**config.mk**
```make
export PLATFORM = sky130hd
export DESIGN_NAME = bms_sequencer
export DESIGN_NICKNAME = d
export VERILOG_FILES = /design/src/bms_pkg.sv /design/src/bms_sequencer.sv
export SDC_FILE = /design/constraint.sdc
export NUM_CORES = 1
export LEC_CHECK = 0
export ABC_AREA = 1
export BUFFER_PORTS_ARGS = -buffer_cell sky130_fd_sc_hd__buf_4
export CAP_MARGIN = 20
export CORE_ASPECT_RATIO = 0.6
export CORE_MARGIN = 3
export CORE_UTILIZATION = 60
export CTS_BUF_LIST = sky130_fd_sc_hd__clkbuf_16
export DETAILED_ROUTE_END_ITERATION = 12
export GPL_TIMING_DRIVEN = 0
export PLACE_DENSITY = 0.85
export SLEW_MARGIN = 10
export SYNTH_ARGS = -nofsm -noshare
export SYNTH_HDL_FRONTEND = slang
export SYNTH_SLANG_ARGS = --single-unit
```
**constraint.sdc**
```tcl
create_clock -name clock_i -period 13.2 [get_ports clock_i]
set_input_delay 2.64 -clock clock_i [delete_from_list [all_inputs] [get_ports clock_i]]
set_output_delay 2.64 -clock clock_i [all_outputs]
set_load 0.05 [all_outputs]
```
**src/bms_pkg.sv**
```systemverilog
package bms_pkg;

  // ****************************************************************
  // Clock and time base
  // ****************************************************************
  localparam int unsigned CLK_HZ = 100_000_000;
  localparam int unsigned TB_HZ = 32768;
  localparam int unsigned TB_DIV = CLK_HZ / TB_HZ;
  localparam int unsigned MEAS_PERIOD_S = 4;
  localparam int unsigned TEMP_PERIOD_S = 16;
  localparam int unsigned TEMP_EVERY = TEMP_PERIOD_S / MEAS_PERIOD_S;
  localparam int unsigned TB_PER_MEAS = TB_HZ * MEAS_PERIOD_S;
  localparam int unsigned VT_CONV_TB = 8192;
  localparam int unsigned CUR_CONV_MS = 500;
  localparam int unsigned CUR_CONV_TB = TB_HZ * CUR_CONV_MS / 1000;

  // ****************************************************************
  // Widths
  // ****************************************************************
  localparam int unsigned ADDR_W = 4;
  localparam int unsigned DATA_W = 16;
  localparam int unsigned CUR_W = 14;
  localparam int unsigned ACC_W = 32;
  localparam int unsigned VOLT_W = 12;
  localparam int unsigned TEMP_W = 8;
  localparam int unsigned VM_CNF_W = 12;
  localparam int unsigned VM_SHIFT = 3;

  // ****************************************************************
  // Register indices and reset values
  // ****************************************************************
  localparam logic [ADDR_W-1:0] REG_MODE = 4'h0;
  localparam logic [ADDR_W-1:0] REG_CHARGE_LEVEL = 4'h1;
  localparam logic [ADDR_W-1:0] REG_VOLTAGE = 4'h2;
  localparam logic [ADDR_W-1:0] REG_CURRENT = 4'h3;
  localparam logic [ADDR_W-1:0] REG_TEMPERATURE = 4'h4;
  localparam logic [ADDR_W-1:0] REG_ACC_LO = 4'h5;
  localparam logic [ADDR_W-1:0] REG_ACC_HI = 4'h6;
  localparam logic [ADDR_W-1:0] REG_CONV_COUNT = 4'h7;
  localparam logic [ADDR_W-1:0] REG_CHARGE_SCALE = 4'h8;
  localparam logic [ADDR_W-1:0] REG_VM_CONFIG = 4'h9;
  localparam logic [ADDR_W-1:0] REG_REST_VOLT = 4'hA;
  localparam logic [ADDR_W-1:0] REG_VM_LEVEL = 4'hB;
  localparam logic MODE_RST = 1'b1;
  localparam logic [DATA_W-1:0] CC_CNF_RST = 16'h018B;
  localparam logic [VM_CNF_W-1:0] VM_CNF_RST = 12'h141;

  // ****************************************************************
  // Types
  // ****************************************************************
  typedef enum logic [3:0] {
    BMS_IDLE = 4'h1,
    BMS_VOLT = 4'h2,
    BMS_TEMP = 4'h4,
    BMS_CURR = 4'h8
  } bms_conv_t;

  typedef struct packed {
    logic wr;
    logic rd;
    logic [ADDR_W-1:0] addr;
    logic [DATA_W-1:0] wdata;
  } bms_reg_req_t;

endpackage : bms_pkg

```
**src/bms_sequencer.sv**
```systemverilog
// Summary of operation
// - Mode bit 0: charge counter runs with current sensing, voltage gauge alongside.
// - Mode bit 1: voltage gauge only, no current conversions, counter unused.
// - Mixed mode: current back to back, one voltage per 4 s, temperature per 16 s.
// - Voltage-only mode: voltage every 4 s, temperature every 16 s, nothing between.
// - A voltage conversion lasts 8192 time-base periods, 250 ms.
// - Each voltage result is stored in the voltage result register.
// - Temperature takes 8192 periods; result goes to the temperature register.
// - Current conversion integrates 500 ms and yields a 14-bit result.
// - Current result is two's complement, sign shows charge or discharge.
// - Each finished current conversion adds to accumulator, bumps 16-bit count.
// - Current register updated only by the conversion nearest the voltage one.
// - Charge scale value scales charge to percent; resets to 395.
// - Charge scale value is a 16-bit unsigned integer.
// - Counter idle while mode bit set; reset sets mode bit to 1.
// - Writing the charge level register stores that value and restarts counting from zero.
// - Voltage model value is 12-bit unsigned, resets to 321.
// - Rest voltage register holds the model's current rest voltage estimate.
// - A changed voltage reading updates rest voltage and charge estimates.
// - One shared converter: at most one conversion at a time.
// - Mode may change at run time; schedule follows, charge tracking kept.
module bms_sequencer #(
  parameter int unsigned TB_DIV = bms_pkg::TB_DIV,
  parameter int unsigned TB_PER_MEAS = bms_pkg::TB_PER_MEAS,
  parameter int unsigned VT_CONV_TB = bms_pkg::VT_CONV_TB,
  parameter int unsigned CUR_CONV_TB = bms_pkg::CUR_CONV_TB
) (
  // Clock and reset
  input wire logic clock_i,
  input wire logic rstn_i,
  // Decoded register access
  input wire bms_pkg::bms_reg_req_t reg_req_i,
  output logic [bms_pkg::DATA_W-1:0] reg_rdata_o,
  output logic reg_rvalid_o,
  // Shared converter
  input wire logic [bms_pkg::DATA_W-1:0] adc_result_i,
  output bms_pkg::bms_conv_t conv_state_o,
  output logic conv_take_o
);

  // ****************************************************************
  // Reset release
  // ****************************************************************
  logic [1:0] rst_sync;
  logic rst_n;

  // Two stages so the release is clean against the clock
  always_ff @(posedge clock_i or negedge rstn_i) begin
    if (!rstn_i) begin
      rst_sync <= 2'h0;
    end else begin
      rst_sync <= {rst_sync[0], 1'b1};
    end
  end
  assign rst_n = rst_sync[1];

  // ****************************************************************
  // Time base and measurement intervals
  // ****************************************************************
  logic [11:0] div_cnt, next_div_cnt;
  logic [17:0] meas_cnt, next_meas_cnt;
  logic [1:0] temp_cnt, next_temp_cnt;
  logic tick, next_tick;
  logic meas_evt, next_meas_evt;
  logic temp_evt, next_temp_evt;

  // One enable pulse per time-base period, intervals counted in periods
  always_comb begin
    next_div_cnt = div_cnt + 12'h001;
    next_tick = 1'b0;
    next_meas_cnt = meas_cnt;
    next_temp_cnt = temp_cnt;
    next_meas_evt = 1'b0;
    next_temp_evt = 1'b0;
    if (div_cnt == 12'(TB_DIV - 1)) begin
      next_div_cnt = 12'h000;
      next_tick = 1'b1;
    end
    if (tick) begin
      next_meas_cnt = meas_cnt + 18'h00001;
      if (meas_cnt == 18'(TB_PER_MEAS - 1)) begin
        next_meas_cnt = 18'h00000;
        next_meas_evt = 1'b1;
        next_temp_cnt = temp_cnt + 2'h1;
        if (temp_cnt == 2'(bms_pkg::TEMP_EVERY - 1)) begin
          next_temp_cnt = 2'h0;
          next_temp_evt = 1'b1;
        end
      end
    end
  end

  always_ff @(posedge clock_i or negedge rst_n) begin
    if (!rst_n) begin
      div_cnt <= 12'h000;
      meas_cnt <= 18'h00000;
      temp_cnt <= 2'h0;
      tick <= 1'b0;
      meas_evt <= 1'b0;
      temp_evt <= 1'b0;
    end else begin
      div_cnt <= next_div_cnt;
      meas_cnt <= next_meas_cnt;
      temp_cnt <= next_temp_cnt;
      tick <= next_tick;
      meas_evt <= next_meas_evt;
      temp_evt <= next_temp_evt;
    end
  end

  // ****************************************************************
  // Conversion scheduler, results and registers
  // ****************************************************************
  bms_pkg::bms_conv_t state, next_state;
  logic [14:0] conv_cnt, next_conv_cnt;
  logic [14:0] conv_last;
  logic conv_end;
  logic pend_v, next_pend_v;
  logic pend_t, next_pend_t;
  logic mode, next_mode;
  logic [bms_pkg::DATA_W-1:0] charge_level, next_charge_level;
  logic [bms_pkg::VOLT_W-1:0] volt_res, next_volt_res;
  logic [bms_pkg::CUR_W-1:0] cur_res, next_cur_res;
  logic [bms_pkg::TEMP_W-1:0] temp_res, next_temp_res;
  logic [bms_pkg::ACC_W-1:0] acc, next_acc;
  logic [15:0] conv_count, next_conv_count;
  logic [bms_pkg::DATA_W-1:0] cc_cnf, next_cc_cnf;
  logic [bms_pkg::VM_CNF_W-1:0] vm_cnf, next_vm_cnf;
  logic [bms_pkg::VOLT_W-1:0] rest_est, next_rest_est;
  logic [7:0] vm_level, next_vm_level;
  logic [bms_pkg::DATA_W-1:0] next_rdata;
  logic next_rvalid;
  logic next_take;
  logic signed [12:0] vm_diff, vm_step;
  logic [bms_pkg::VOLT_W-1:0] new_volt;

  // Conversion length depends on kind: current integrates twice as long
  assign conv_last = (state == bms_pkg::BMS_CURR) ? 15'(CUR_CONV_TB - 1)
                                                  : 15'(VT_CONV_TB - 1);
  assign conv_end = tick && (conv_cnt == conv_last);
  assign new_volt = adc_result_i[bms_pkg::VOLT_W-1:0];
  // First-order tracking of the rest voltage toward each new reading
  assign vm_diff = $signed({1'b0, new_volt}) - $signed({1'b0, rest_est});
  assign vm_step = vm_diff >>> bms_pkg::VM_SHIFT;

  always_comb begin
    next_state = state;
    next_conv_cnt = conv_cnt;
    next_pend_v = pend_v;
    next_pend_t = pend_t;
    next_mode = mode;
    next_charge_level = charge_level;
    next_volt_res = volt_res;
    next_cur_res = cur_res;
    next_temp_res = temp_res;
    next_acc = acc;
    next_conv_count = conv_count;
    next_cc_cnf = cc_cnf;
    next_vm_cnf = vm_cnf;
    next_rest_est = rest_est;
    next_vm_level = vm_level;
    next_take = 1'b0;
    next_rvalid = 1'b0;
    next_rdata = reg_rdata_o;
    if (tick && (state != bms_pkg::BMS_IDLE)) begin
      next_conv_cnt = conv_cnt + 15'h0001;
    end
    // Only one kind runs at a time; voltage beats temperature beats current
    case (state)
      bms_pkg::BMS_IDLE: begin
        next_conv_cnt = 15'h0000;
        if (pend_v) begin
          next_state = bms_pkg::BMS_VOLT;
          next_pend_v = 1'b0;
        end else if (pend_t) begin
          next_state = bms_pkg::BMS_TEMP;
          next_pend_t = 1'b0;
        end else if (!mode) begin
          next_state = bms_pkg::BMS_CURR;
        end
      end
      bms_pkg::BMS_VOLT: begin
        if (conv_end) begin
          next_state = bms_pkg::BMS_IDLE;
          next_take = 1'b1;
          next_volt_res = new_volt;
          // Model only moves when the reading actually changed
          if (new_volt != volt_res) begin
            next_rest_est = 12'($signed({1'b0, rest_est}) + vm_step);
            next_vm_level = next_rest_est[bms_pkg::VOLT_W-1:4];
          end
        end
      end
      bms_pkg::BMS_TEMP: begin
        if (conv_end) begin
          next_state = bms_pkg::BMS_IDLE;
          next_take = 1'b1;
          next_temp_res = adc_result_i[bms_pkg::TEMP_W-1:0];
        end
      end
      bms_pkg::BMS_CURR: begin
        // Leaving mixed mode abandons the running integration unused
        if (mode) begin
          next_state = bms_pkg::BMS_IDLE;
        end else if (conv_end) begin
          next_state = bms_pkg::BMS_IDLE;
          next_take = 1'b1;
          next_acc = acc + {{(bms_pkg::ACC_W - bms_pkg::CUR_W){adc_result_i[bms_pkg::CUR_W-1]}},
                            adc_result_i[bms_pkg::CUR_W-1:0]};
          next_conv_count = conv_count + 16'h0001;
          // A pending voltage run means this is the one nearest to it
          if (pend_v) begin
            next_cur_res = adc_result_i[bms_pkg::CUR_W-1:0];
          end
        end
      end
      default: begin
        next_state = bms_pkg::BMS_IDLE;
      end
    endcase
    // Interval events are set after the clear so a coinciding one survives
    if (meas_evt) begin
      next_pend_v = 1'b1;
    end
    if (temp_evt) begin
      next_pend_t = 1'b1;
    end
    // Host writes; a charge level write restarts counting and wins
    if (reg_req_i.wr) begin
      case (reg_req_i.addr)
        bms_pkg::REG_MODE: next_mode = reg_req_i.wdata[0];
        bms_pkg::REG_CHARGE_LEVEL: begin
          next_charge_level = reg_req_i.wdata;
          next_acc = '0;
          next_conv_count = 16'h0000;
        end
        bms_pkg::REG_CHARGE_SCALE: next_cc_cnf = reg_req_i.wdata;
        bms_pkg::REG_VM_CONFIG: next_vm_cnf = reg_req_i.wdata[bms_pkg::VM_CNF_W-1:0];
        default: begin
        end
      endcase
    end
    // Reads answer one cycle later; unmapped indices read zero
    if (reg_req_i.rd) begin
      next_rvalid = 1'b1;
      case (reg_req_i.addr)
        bms_pkg::REG_MODE: next_rdata = {15'h0000, mode};
        bms_pkg::REG_CHARGE_LEVEL: next_rdata = charge_level;
        bms_pkg::REG_VOLTAGE: next_rdata = {4'h0, volt_res};
        bms_pkg::REG_CURRENT: next_rdata = {{2{cur_res[bms_pkg::CUR_W-1]}}, cur_res};
        bms_pkg::REG_TEMPERATURE: next_rdata = {8'h00, temp_res};
        bms_pkg::REG_ACC_LO: next_rdata = acc[15:0];
        bms_pkg::REG_ACC_HI: next_rdata = acc[31:16];
        bms_pkg::REG_CONV_COUNT: next_rdata = conv_count;
        bms_pkg::REG_CHARGE_SCALE: next_rdata = cc_cnf;
        bms_pkg::REG_VM_CONFIG: next_rdata = {4'h0, vm_cnf};
        bms_pkg::REG_REST_VOLT: next_rdata = {4'h0, rest_est};
        bms_pkg::REG_VM_LEVEL: next_rdata = {8'h00, vm_level};
        default: next_rdata = 16'h0000;
      endcase
    end
  end

  always_ff @(posedge clock_i or negedge rst_n) begin
    if (!rst_n) begin
      state <= bms_pkg::BMS_IDLE;
      conv_cnt <= 15'h0000;
      pend_v <= 1'b0;
      pend_t <= 1'b0;
      mode <= bms_pkg::MODE_RST;
      charge_level <= 16'h0000;
      volt_res <= 12'h000;
      cur_res <= 14'h0000;
      temp_res <= 8'h00;
      acc <= 32'h00000000;
      conv_count <= 16'h0000;
      cc_cnf <= bms_pkg::CC_CNF_RST;
      vm_cnf <= bms_pkg::VM_CNF_RST;
      rest_est <= 12'h000;
      vm_level <= 8'h00;
      reg_rdata_o <= 16'h0000;
      reg_rvalid_o <= 1'b0;
      conv_take_o <= 1'b0;
    end else begin
      state <= next_state;
      conv_cnt <= next_conv_cnt;
      pend_v <= next_pend_v;
      pend_t <= next_pend_t;
      mode <= next_mode;
      charge_level <= next_charge_level;
      volt_res <= next_volt_res;
      cur_res <= next_cur_res;
      temp_res <= next_temp_res;
      acc <= next_acc;
      conv_count <= next_conv_count;
      cc_cnf <= next_cc_cnf;
      vm_cnf <= next_vm_cnf;
      rest_est <= next_rest_est;
      vm_level <= next_vm_level;
      reg_rdata_o <= next_rdata;
      reg_rvalid_o <= next_rvalid;
      conv_take_o <= next_take;
    end
  end

  // Converter kind straight from the state flops
  assign conv_state_o = state;

endmodule : bms_sequencer

```
==> impl_metrics.tcl, run 1 <==
set metrics [dict create \
    post-route-util_pct 70.7 \
    netlist.area_leader.share_pct 37.8 \
    synth-simple-area-share_pct 27.1 \
    async_flop_share_pct 100 \
    finalCriticalPeriod_ps 5040 \
    cts_setup_buffers 0 \
    cts_buffers 22 \
    wl_per_cell_um 17.9 \
    drive_gt1_share_pct 8.20 \
    die_h_um 123 \
    cp_data_arrival_time_ps 5450 \
    antenna_cells 0 \
    coreArea_sq_um 21600 \
    drv_cap 0 \
    cp-end-kind "flop" \
    required_ps 13610 \
    instances_no_fill 2301 \
    wl_mm 41.2 \
    cp_slowest_cell "ha_1" \
    synth.largest_area_cell "dfrtp_1" \
    clk-insertion-delay-late_ps 530 \
    rows 41 \
    die_area_sq_um 24500 \
    yosysWarnings 0 \
    ir_drop_mv 0.0997 \
    crit_chain "buf_4, ha_1, a21oi_1, nand2_1, a21oi_1, o21ai_0, xor2_1, ha_1, a21o_1, a21boi_0, nand3_1, nand3_1, nand3_1, nand2_1, nand2_1" \
    synth-main-ff-cell "dfrtp_1" \
    tns_ps 0 \
    drc_errors 0 \
    initial_core_util_pct 62.9 \
    synth_top_family_by_area "simple AND/OR/NAND/NOR gates" \
    postPlaceCellArea_sq_um 14500 \
    syn-num-nets 2001 \
    routed_via_density 5.79 \
    design_area_sq_um 15300 \
    clockRootBuffer "clkbuf_16" \
    ioPinCount 62 \
    pre_cts_slack_ps 7700 \
    post-dp-hpwl_mm 31.5 \
    synth.avg_cell_area_sq_um 7.15 \
    netlist_instances 1898 \
    critPathMaxStageDelay_ps 340 \
    cp_top_family "compound AO/OA/AOI/OAI gates" \
    synth_cell_type_count 49 \
    vias 13317 \
    syn_to_final_growth_pct 12.4 \
    p_leak_nw 8.15 \
    htree_levels 1 \
    timing.fmax_mhz 198 \
    ys_seq_area_share_pct 39.7 \
    ctsLongestPathBuffers 3 \
    cp_max_fo 5 \
    synth_adder_area_share_pct 5.92 \
    crit_buf_inv 1 \
    synth-compound-area-share_pct 13.3 \
    grt_max_degree 60 \
    gp_congestion 1.01 \
    place_inst 2261 \
    cts_tree "built" \
    status "finished, final reports clean" \
    critical_path_class "input pin to flop" \
    fin_nets 2087 \
    maxSlewViolCount 0 \
    antenna_found_initial 0 \
    setup_viol 0 \
    drtIter0Drc 1729 \
    globalRoute.totalOverflow 0 \
    powerDensity_nw_per_um2 119 \
    synth_area_leaders "dfrtp_1 38%, nand2_1 15%, inv_1 8.8%" \
    grtUsageTotal_pct 33.6 \
    clock-sinks 215 \
    muxShareOfSynthArea_pct 0.166 \
    cts-resized-gates 0 \
    hold_slack_ps 348 \
    ys_ff_latch 215 \
    hp-class "flop to flop" \
    synth_area_sq_um 13600 \
    synthXorXnorAreaFrac_pct 3.03 \
    fillers 1738 \
    dr.pass1.iters 6 \
    grt_pass1_wl_mm 65.4 \
    clock_skew_ps 12.7 \
    synth_edf_count 0 \
    grt_pass1_vias 12357 \
    worst_slack_ps 8160 \
    timing.final.crit_share_pct 38.2 \
    regArea_sq_um 5400 \
    grt_setup_unrepaired "false" \
    multi_input_area_sq_um 6740 \
    port_buffers 59 \
    power_mw 1.81 \
    relSlewSlack_pct 47.0 \
    die_w_um 200 \
    postRouteAntennaNets 0 \
    crit_path_start_kind "input pin" \
    tightest_slew_ps 790 \
    finalHoldViolCount 0 \
    cts.clk_slew.worst_paths_ps 70 \
    hold_buffers 0 \
]
## state kept, by name, indices dropped and copies added (netlist names), 2 cells and up
register      cells
conv_count       16
cc_cnf           16
temp_res          8
reg_rdata_o      16
charge_level     16
volt_res         12
temp_cnt          2
cur_res          14
rst_sync          2
rest_est         12
meas_cnt         18
conv_state_o      4
vm_cnf           12
conv_cnt         15
acc              32
div_cnt          12
## cells by family (layout without fill, tap and decap cells)
family / Yosys count / in the layout
AOI/OAI and AO/OA: 320 / 320
xor gates and xnor gates: 47 / 47
adders and majority gates: 63 / 63
buffers and inverters: 368 / 470
DFF: 215 / 215
muxes: 2 / 2
other: 1 / 1
and+or+nand+nor: 882 / 882
## cell usage after synthesis (16+ instances only)
cell type  number
a21oi_1       108
buf_2          16
clkbuf_1       19
dfrtp_1       205
ha_1           61
inv_1         318
nand2_1       552
nand3_1        98
nand4_1        22
nor2_1        152
nor3_1         24
o21ai_0       103
o21ai_1        30
o22ai_1        21
xnor2_1        25
xor2_1         22
## path summary, 6_finish.rpt
kind | from | endpoint | slack [ps] | cells after the start
max in group asynchronous | rstn_i | rst_sync[1]$_DFF_PN0_ | 11220 | 1
min reg2reg | rst_sync[0]$_DFF_PN0_ | rst_sync[1]$_DFF_PN0_ | 350 | 0
min | rst_sync[0]$_DFF_PN0_ | rst_sync[1]$_DFF_PN0_ | 350 | 0
max | adc_result_i[2] | rest_est[11]$_DFFE_PN0P_ | 8160 | 15
max reg2reg | rest_est[4]$_DFFE_PN0P_ | rest_est[11]$_DFFE_PN0P_ | 9860 | 15
min in group asynchronous | rst_sync[1]$_DFF_PN0_ | rest_est[3]$_DFFE_PN0P_ | 380 | 0
## layout make-up
cell class,instances,share of cell area [%]
multi-input cells,1315,44.1
flip-flops and latches,215,35.4
inverters,326,8.02
clock buffers,23,3.77
repair buffers,62,3.44
well taps,301,2.47
plain buffers,42,1.46
clock inverters,17,1.34
## routing by layer
| metal | GRT usage [%] | wire length (um) | part of all wire, % | up-vias |
|---|---|---|---|---|
| met5 | 0 | 0 | 0 | - |
| met4 | 6.58 | 739 | 1.8 | 0 |
| met3 | 13.9 | 7030 | 17 | 76 |
| met2 | 46.2 | 15800 | 38 | 842 |
| met1 | 49.8 | 17600 | 43 | 6152 |
| li1 | - | - | - | 6247 |
## power by group
part / internal [mW] / leakage, nW / switching, mW
Clock: 0.399 / 0.379 / 0.283
Sequential: 0.716 / 2.71 / 0.0433
Combinational: 0.119 / 5.05 / 0.252
Total: 1.23 / 8.15 / 0.579
## cells in the final DEF, fill, tap and decap left out, types with 3 or more instances in the layout
cell type and n:
a211oi_1 7, a21o_1 5, a21oi_1 108, a221oi_1 15
a22o_1 6, a31oi_1 4, and2_1 3, buf_16 3
buf_2 16, buf_4 61, buf_6 5, bufinv_16 4
clkbuf_1 19, clkbuf_16 23, clkinvlp_4 4, dfrtp_1 204
dfstp_2 10, ha_1 61, inv_1 321, inv_2 7
nand2_1 552, nand2_2 3, nand3_1 98, nand3_2 3
nand4_1 22, nor2_1 152, nor2_2 4, nor2_4 3
nor3_1 24, nor3_2 5, nor3b_1 4, nor4_1 6
o21a_1 5, o21ai_0 103, o21ai_1 30, o21bai_1 5
o221ai_1 3, o22ai_1 21, xnor2_1 25, xor2_1 22
No activity file was read; power rests on OpenSTA's default activity.
==> run 2: changes to the inputs <==
==> constraint.sdc (replaced) <==
create_clock -name clock_i -period 4.7 [get_ports clock_i]
set_input_delay 0.94 -clock clock_i [delete_from_list [all_inputs] [get_ports clock_i]]
set_output_delay 0.94 -clock clock_i [all_outputs]
set_load 0.05 [all_outputs]
==> run 2 against run 1 <==
Compared with the run above: count of clock-buffer cells in the layout unchanged; sequential power increased to 2.8 times the previous value; final cell count is the same; via count increased by 0.46%; cell area about the same; largest power group unchanged.
==> impl_metrics.tcl, run 2 (same netlist as run 1, synthesis figures left out) <==
set metrics [dict create \
    fin_nets 2087 \
    critical_path_class "input pin to flop" \
    largest_reg_flops 32 \
    cp_slowest_cell "o21ai_0" \
    largest-register "acc" \
    postRouteAntennaNets 0 \
    drtIter0Drc 1915 \
    crit_buf_inv 2 \
    post-dp-hpwl_mm 31.0 \
    postPlaceCellArea_sq_um 14500 \
    crit_chain "buf_4, ha_1, nand2_1, o21ai_0, nand2_1, nand2_1, a21oi_1, xor2_1, ha_1, nand2_1, nor2_1, nand3_1, nand3_1, inv_1, nand2_1, nand3_1, nand2_1, nand2_1" \
    worst_slack_ps 1380 \
    instances_no_fill 2301 \
    dr.pass1.iters 8 \
    place_inst 2261 \
    cp_data_arrival_time_ps 3740 \
    gp_congestion 0.998 \
    setup_viol 0 \
    path_common_cell "nand2_1" \
    wl_mm 40.6 \
    wl_per_cell_um 17.7 \
    cts.clk_slew.worst_paths_ps 70 \
    timing.fmax_mhz 301 \
    cp-end-kind "flop" \
    design_area_sq_um 15300 \
    cts_setup_buffers 0 \
    antenna_cells 0 \
    routed_via_density 5.81 \
    vias 13378 \
    finalCriticalPeriod_ps 3320 \
    hold_buffers 0 \
    coreArea_sq_um 21600 \
    clk-insertion-delay-late_ps 530 \
    ff2ff_setup_slack_ps 1420 \
    reg2reg_from "rest_est[6]$_DFFE_PN0P_" \
    grt_pass1_vias 11888 \
    rows 41 \
    crit_path_start_kind "input pin" \
    ioPinCount 62 \
    cp_max_fo 5 \
    layout_commonest_cell "nand2_1" \
    cts_buffers 22 \
    hp-class "input pin to asynchronous set/reset pin" \
    cts_tree "built" \
    critPathMaxStageDelay_ps 500 \
    initial_core_util_pct 62.9 \
    status "finished, final reports clean" \
    mostFrequentLayoutCells "552 x nand2_1, 320 x inv_1, 204 x dfrtp_1" \
    maxSlewViolCount 0 \
    clockRootBuffer "clkbuf_16" \
    ir_drop_mv 0.402 \
    timing.rr.end "rest_est[11]$_DFFE_PN0P_" \
    tns_ps 0 \
    p_leak_nw 8.14 \
    htree_levels 1 \
    powerDensity_nw_per_um2 333 \
    relSlewSlack_pct 50.2 \
    grt_max_degree 64 \
    port_buffers 59 \
    rr_worst_depth 17 \
    syn_to_final_growth_pct 12.3 \
    grt_pass1_wl_mm 64.2 \
    clock_skew_ps 14.2 \
    tightest_slew_ps 747 \
    grt_setup_unrepaired "false" \
    die_h_um 123 \
    globalRoute.totalOverflow 0 \
    drv_cap 0 \
    antenna_found_initial 0 \
    die_area_sq_um 24500 \
    finalHoldViolCount 0 \
    largestRegisters "acc x32, meas_cnt x18" \
    drive_gt1_share_pct 8.20 \
    clock-sinks 215 \
    die_w_um 200 \
    ctsLongestPathBuffers 3 \
    drc_errors 0 \
    required_ps 5120 \
    cp_top_family "simple AND/OR/NAND/NOR gates" \
    grtUsageTotal_pct 32.8 \
    pre_cts_slack_ps 1070 \
    timing.final.crit_share_pct 70.6 \
    cts-resized-gates 0 \
]
[run 2: cell count changes in the layout (fill, tap and decap cells not counted)]
cell / before / now
inv_1: 321 / 320
clkinv_1: 2 / 3
clkinv_2: 1 / 4
clkinv_4: 2 / 0
inv_6: 2 / 1
[run 2: final cells by class]
cell class	instances	area, sq um
inverters	326	1220
plain buffers	42	223
clock inverters	17	194
well taps	301	377
flip-flops and latches	215	5400
fillers	1736	6350
repair buffers	62	526
clock buffers	23	576
multi-input cells	1315	6740
[run 2: worst max-delay path by stage]
stage                                 start                       end  slack [ps]  cells past startpoint
floorplan             rst_sync[1]$_DFF_PN0_          acc[0]$_DFF_PN0_        1170                      0
finish                      adc_result_i[3]  rest_est[11]$_DFFE_PN0P_        1380                     18
global route        rest_est[6]$_DFFE_PN0P_  rest_est[11]$_DFFE_PN0P_        1200                     15
detailed placement          adc_result_i[2]  rest_est[11]$_DFFE_PN0P_        1070                     15
global placement      rst_sync[1]$_DFF_PN0_   conv_count[9]$_DFF_PN0_        -180                      0
CTS                         adc_result_i[3]  rest_est[11]$_DFFE_PN0P_        1520                     18
[run 2: routing by layer]
layer	GRT usage, %	vias to the layer above	wire length, um
li1	-	6248	-
met1	51.4	6198	18100
met2	43.8	863	15400
met3	10.6	69	6290
met4	6.23	0	767
met5	0	-	0
[run 2: through the flow]
stage,total power [mW],hold slack [ps],util (%)
after floorplan,2.84,331,-
after global placement,3.12,333,66.7
after detailed placement,3.16,340,67.1
after CTS,5.06,172,70.6
after global routing,5.28,169,70.6
final,5.08,185,70.6
[run 2: power breakdown]
group / total (mW) / internal (mW) / switching, mW
combinational: 1.03 / 0.334 / 0.701
sequential: 2.13 / 2.01 / 0.121
clock: 1.92 / 1.11 / 0.802
[run 2: worst reg2reg max path, stage by stage, from the launching register on]
cell and delay [ps]:
dfrtp_1 450, inv_1 180, ha_1 370, a21oi_1 160
o21ai_0 90, a21oi_1 290, o21ai_0 150, xor2_1 210
ha_1 410, nand2_1 90, nor2_1 200, nand3_1 120
nand3_1 130, inv_1 50, nand2_1 80, nand3_1 80
nand2_1 70, nand2_1 40
==> run 3: changes to the inputs <==
--- a/config.mk
+++ b/config.mk
@@ -10,7 +10,7 @@
 export CAP_MARGIN = 20
 export CORE_ASPECT_RATIO = 0.6
 export CORE_MARGIN = 3
-export CORE_UTILIZATION = 60
+export CORE_UTILIZATION = 57
 export CTS_BUF_LIST = sky130_fd_sc_hd__clkbuf_16
 export DETAILED_ROUTE_END_ITERATION = 12
 export GPL_TIMING_DRIVEN = 0
==> constraint.sdc (replaced) <==
create_clock -name clock_i -period 3 [get_ports clock_i]
set_input_delay 0.6 -clock clock_i [delete_from_list [all_inputs] [get_ports clock_i]]
set_output_delay 0.6 -clock clock_i [all_outputs]
set_load 0.05 [all_outputs]
==> run 3 against run 2 <==
Compared with the run above: hold slack improved by 17 ps; clock power increased by 32%; core utilization decreased by 4.7 points; die area increased by 5.1%; critical endpoint is now rest_est[9]$_DFFE_PN0P_; first-iteration DRC count decreased by 20%; routed wire length about the same; highest routed layer unchanged; final cell count increased by 0.83%; flip-flop and latch count unchanged; via count increased by 0.53%.
==> impl_metrics.tcl, run 3 (same netlist as run 1, synthesis figures left out) <==
set metrics [dict create \
    status "finished, final reports clean" \
    fin_nets 2095 \
    antenna_cells 0 \
    hp-class "input pin to flop" \
    cp_data_arrival_time_ps 3380 \
    timing.rr.end "rest_est[9]$_DFFE_PN0P_" \
    rr_worst_depth 17 \
    critPathMaxStageDelay_ps 400 \
    grt_pass1_wl_mm 63.7 \
    die_h_um 126 \
    ioPinCount 62 \
    largestRegisters "acc x32, meas_cnt x18" \
    timing.fmax_mhz 336 \
    clk-insertion-delay-late_ps 530 \
    globalRoute.totalOverflow 0 \
    setup_viol 0 \
    cp_max_fo 4 \
    port_buffers 59 \
    reg2reg_from "rest_est[2]$_DFFE_PN0P_" \
    wl_per_cell_um 17.5 \
    cp_slowest_cell "dfrtp_1" \
    crit_path_start_kind "flop" \
    ir_drop_mv 0.362 \
    layout_commonest_cell "nand2_1" \
    htree_levels 1 \
    largest_reg_flops 32 \
    grt_pass1_vias 12127 \
    clock_skew_ps 18.6 \
    dr.pass1.iters 6 \
    wl_mm 40.6 \
    rows 43 \
    timing.final.crit_share_pct 99.2 \
    hold_path_depth 1 \
    relSlewSlack_pct 52.5 \
    design_area_sq_um 15300 \
    largest-register "acc" \
    maxSlewViolCount 0 \
    tns_ps 0 \
    clockRootBuffer "clkbuf_16" \
    routed_via_density 5.80 \
    critical_path_class "flop to flop" \
    grtUsageTotal_pct 31.1 \
    cts_tree "built" \
    ff2ff_setup_slack_ps 20 \
    hold_slack_ps 201 \
    gp_congestion 0.980 \
    coreArea_sq_um 23200 \
    drive_gt1_share_pct 9.38 \
    die_w_um 205 \
    postPlaceCellArea_sq_um 14500 \
    initial_core_util_pct 58.4 \
    finalCriticalPeriod_ps 2980 \
    crit_chain "inv_1, ha_4, a21oi_2, nand2_1, a21oi_2, nor2_1, nor2_1, xnor2_1, ha_1, nand2_1, nor2_2, nand2_1, nand2_1, nand3_1, nand2_1, xor2_1, o21ai_1" \
    tightest_slew_ps 709 \
    powerDensity_nw_per_um2 491 \
    grt_max_degree 65 \
    finalHoldViolCount 0 \
    antenna_found_initial 0 \
    cp-end-kind "flop" \
    cts_buffers 21 \
    drtIter0Drc 1525 \
    syn_to_final_growth_pct 12.9 \
    drc_errors 0 \
    fillers 1951 \
    drv_cap 0 \
    mostFrequentLayoutCells "552 x nand2_1, 318 x inv_1, 204 x dfrtp_1" \
    p_leak_nw 8.14 \
    die_area_sq_um 25800 \
    post-dp-hpwl_mm 30.8 \
    min_to "reg_rvalid_o$_DFF_PN0_" \
    ctsLongestPathBuffers 3 \
    required_ps 3400 \
    postRouteAntennaNets 0 \
    min_from "reg_req_i[20]" \
    clock-sinks 215 \
    vias 13449 \
    path_common_cell "nand2_1" \
    cts.clk_slew.worst_paths_ps 70 \
]
run 3: changes by cell type in the layout (fill, tap and decap cells not counted), moves of 3 or more:
cell        delta
a21oi_1        -8
a21oi_2        +8
buf_4          +8
ha_1           -8
ha_4           +6
inv_2          +4
o21ai_0        -4
bufinv_16      -3
clkinv_1       +3
clkinvlp_4     -3
run 3: through the flow:
step | total power [mW] | util, % | setup WS, ps | instances
after CTS | 7.47 | 65.1 | 28.4 | 2312
final | 7.53 | 65.9 | 23.3 | 2320
after global routing | 7.85 | 65.9 | -73.3 | 2320
after floorplan | 4.45 | - | 259 | 1898
after detailed placement | 4.95 | 62.4 | -378 | 2275
after global placement | 4.87 | 62.0 | -345 | 2272
run 3: critical path: cells and delay by family (launching register included):
family,cells,cell delay [ps]
buffers and inverters,1,140
XOR/XNOR,2,270
AND/OR/NAND/NOR,9,970
flip-flops,1,400
adder cells (fa/ha/maj),2,540
AO/OA/AOI/OAI,3,530
run 3: cell type report:
cell class                      instances  area [sq um]  area share, %
Multi-Input combinational cell       1315          6870           44.8
Sequential cell                       215          5400           35.2
Inverter                              326          1230           8.00
Timing Repair Buffer                   71           596           3.89
Clock buffer                           21           526           3.43
Tap cell                              315           394           2.57
Buffer                                 42           223           1.45
Clock inverter                         15          93.8          0.612
run 3: how the worst max path moves through the flow:
stage / slack, ps / cells after the start / start / end
global placement: -340 / 11 / adc_result_i[3] / rest_est[8]$_DFFE_PN0P_
global route: -70 / 17 / rest_est[2]$_DFFE_PN0P_ / rest_est[9]$_DFFE_PN0P_
detailed placement: -380 / 11 / adc_result_i[3] / rest_est[8]$_DFFE_PN0P_
finish: 20 / 17 / rest_est[2]$_DFFE_PN0P_ / rest_est[9]$_DFFE_PN0P_
floorplan: 260 / 16 / adc_result_i[2] / rest_est[11]$_DFFE_PN0P_
CTS: 30 / 18 / rest_est[8]$_DFFE_PN0P_ / rest_est[11]$_DFFE_PN0P_
run 3: routing by layer:
layer  up-vias  global-route usage (%)  wire (um)
li1       6262                       -          -
met4         0                    6.46        973
met3        86                    12.5       6130
met5         -                       0          0
met1      6257                    46.7      17700
met2       844                    42.1      15800
run 3: power by group:
part | switching, mW | total, mW | internal, mW
clock | 1.18 | 2.54 | 1.36
combinational | 1.11 | 1.65 | 0.541
sequential | 0.189 | 3.34 | 3.15
total | 2.48 | 7.53 | 5.05
run 3: repair_timing:
action | CTS | global route
resized for setup | 2 | 34
endpoints found under the setup margin | 5 | 6
hold buffers | 1 | 0
buffers inserted | 0 | 8
endpoints found under the hold margin | 2 | 0
pin swaps | 0 | 6
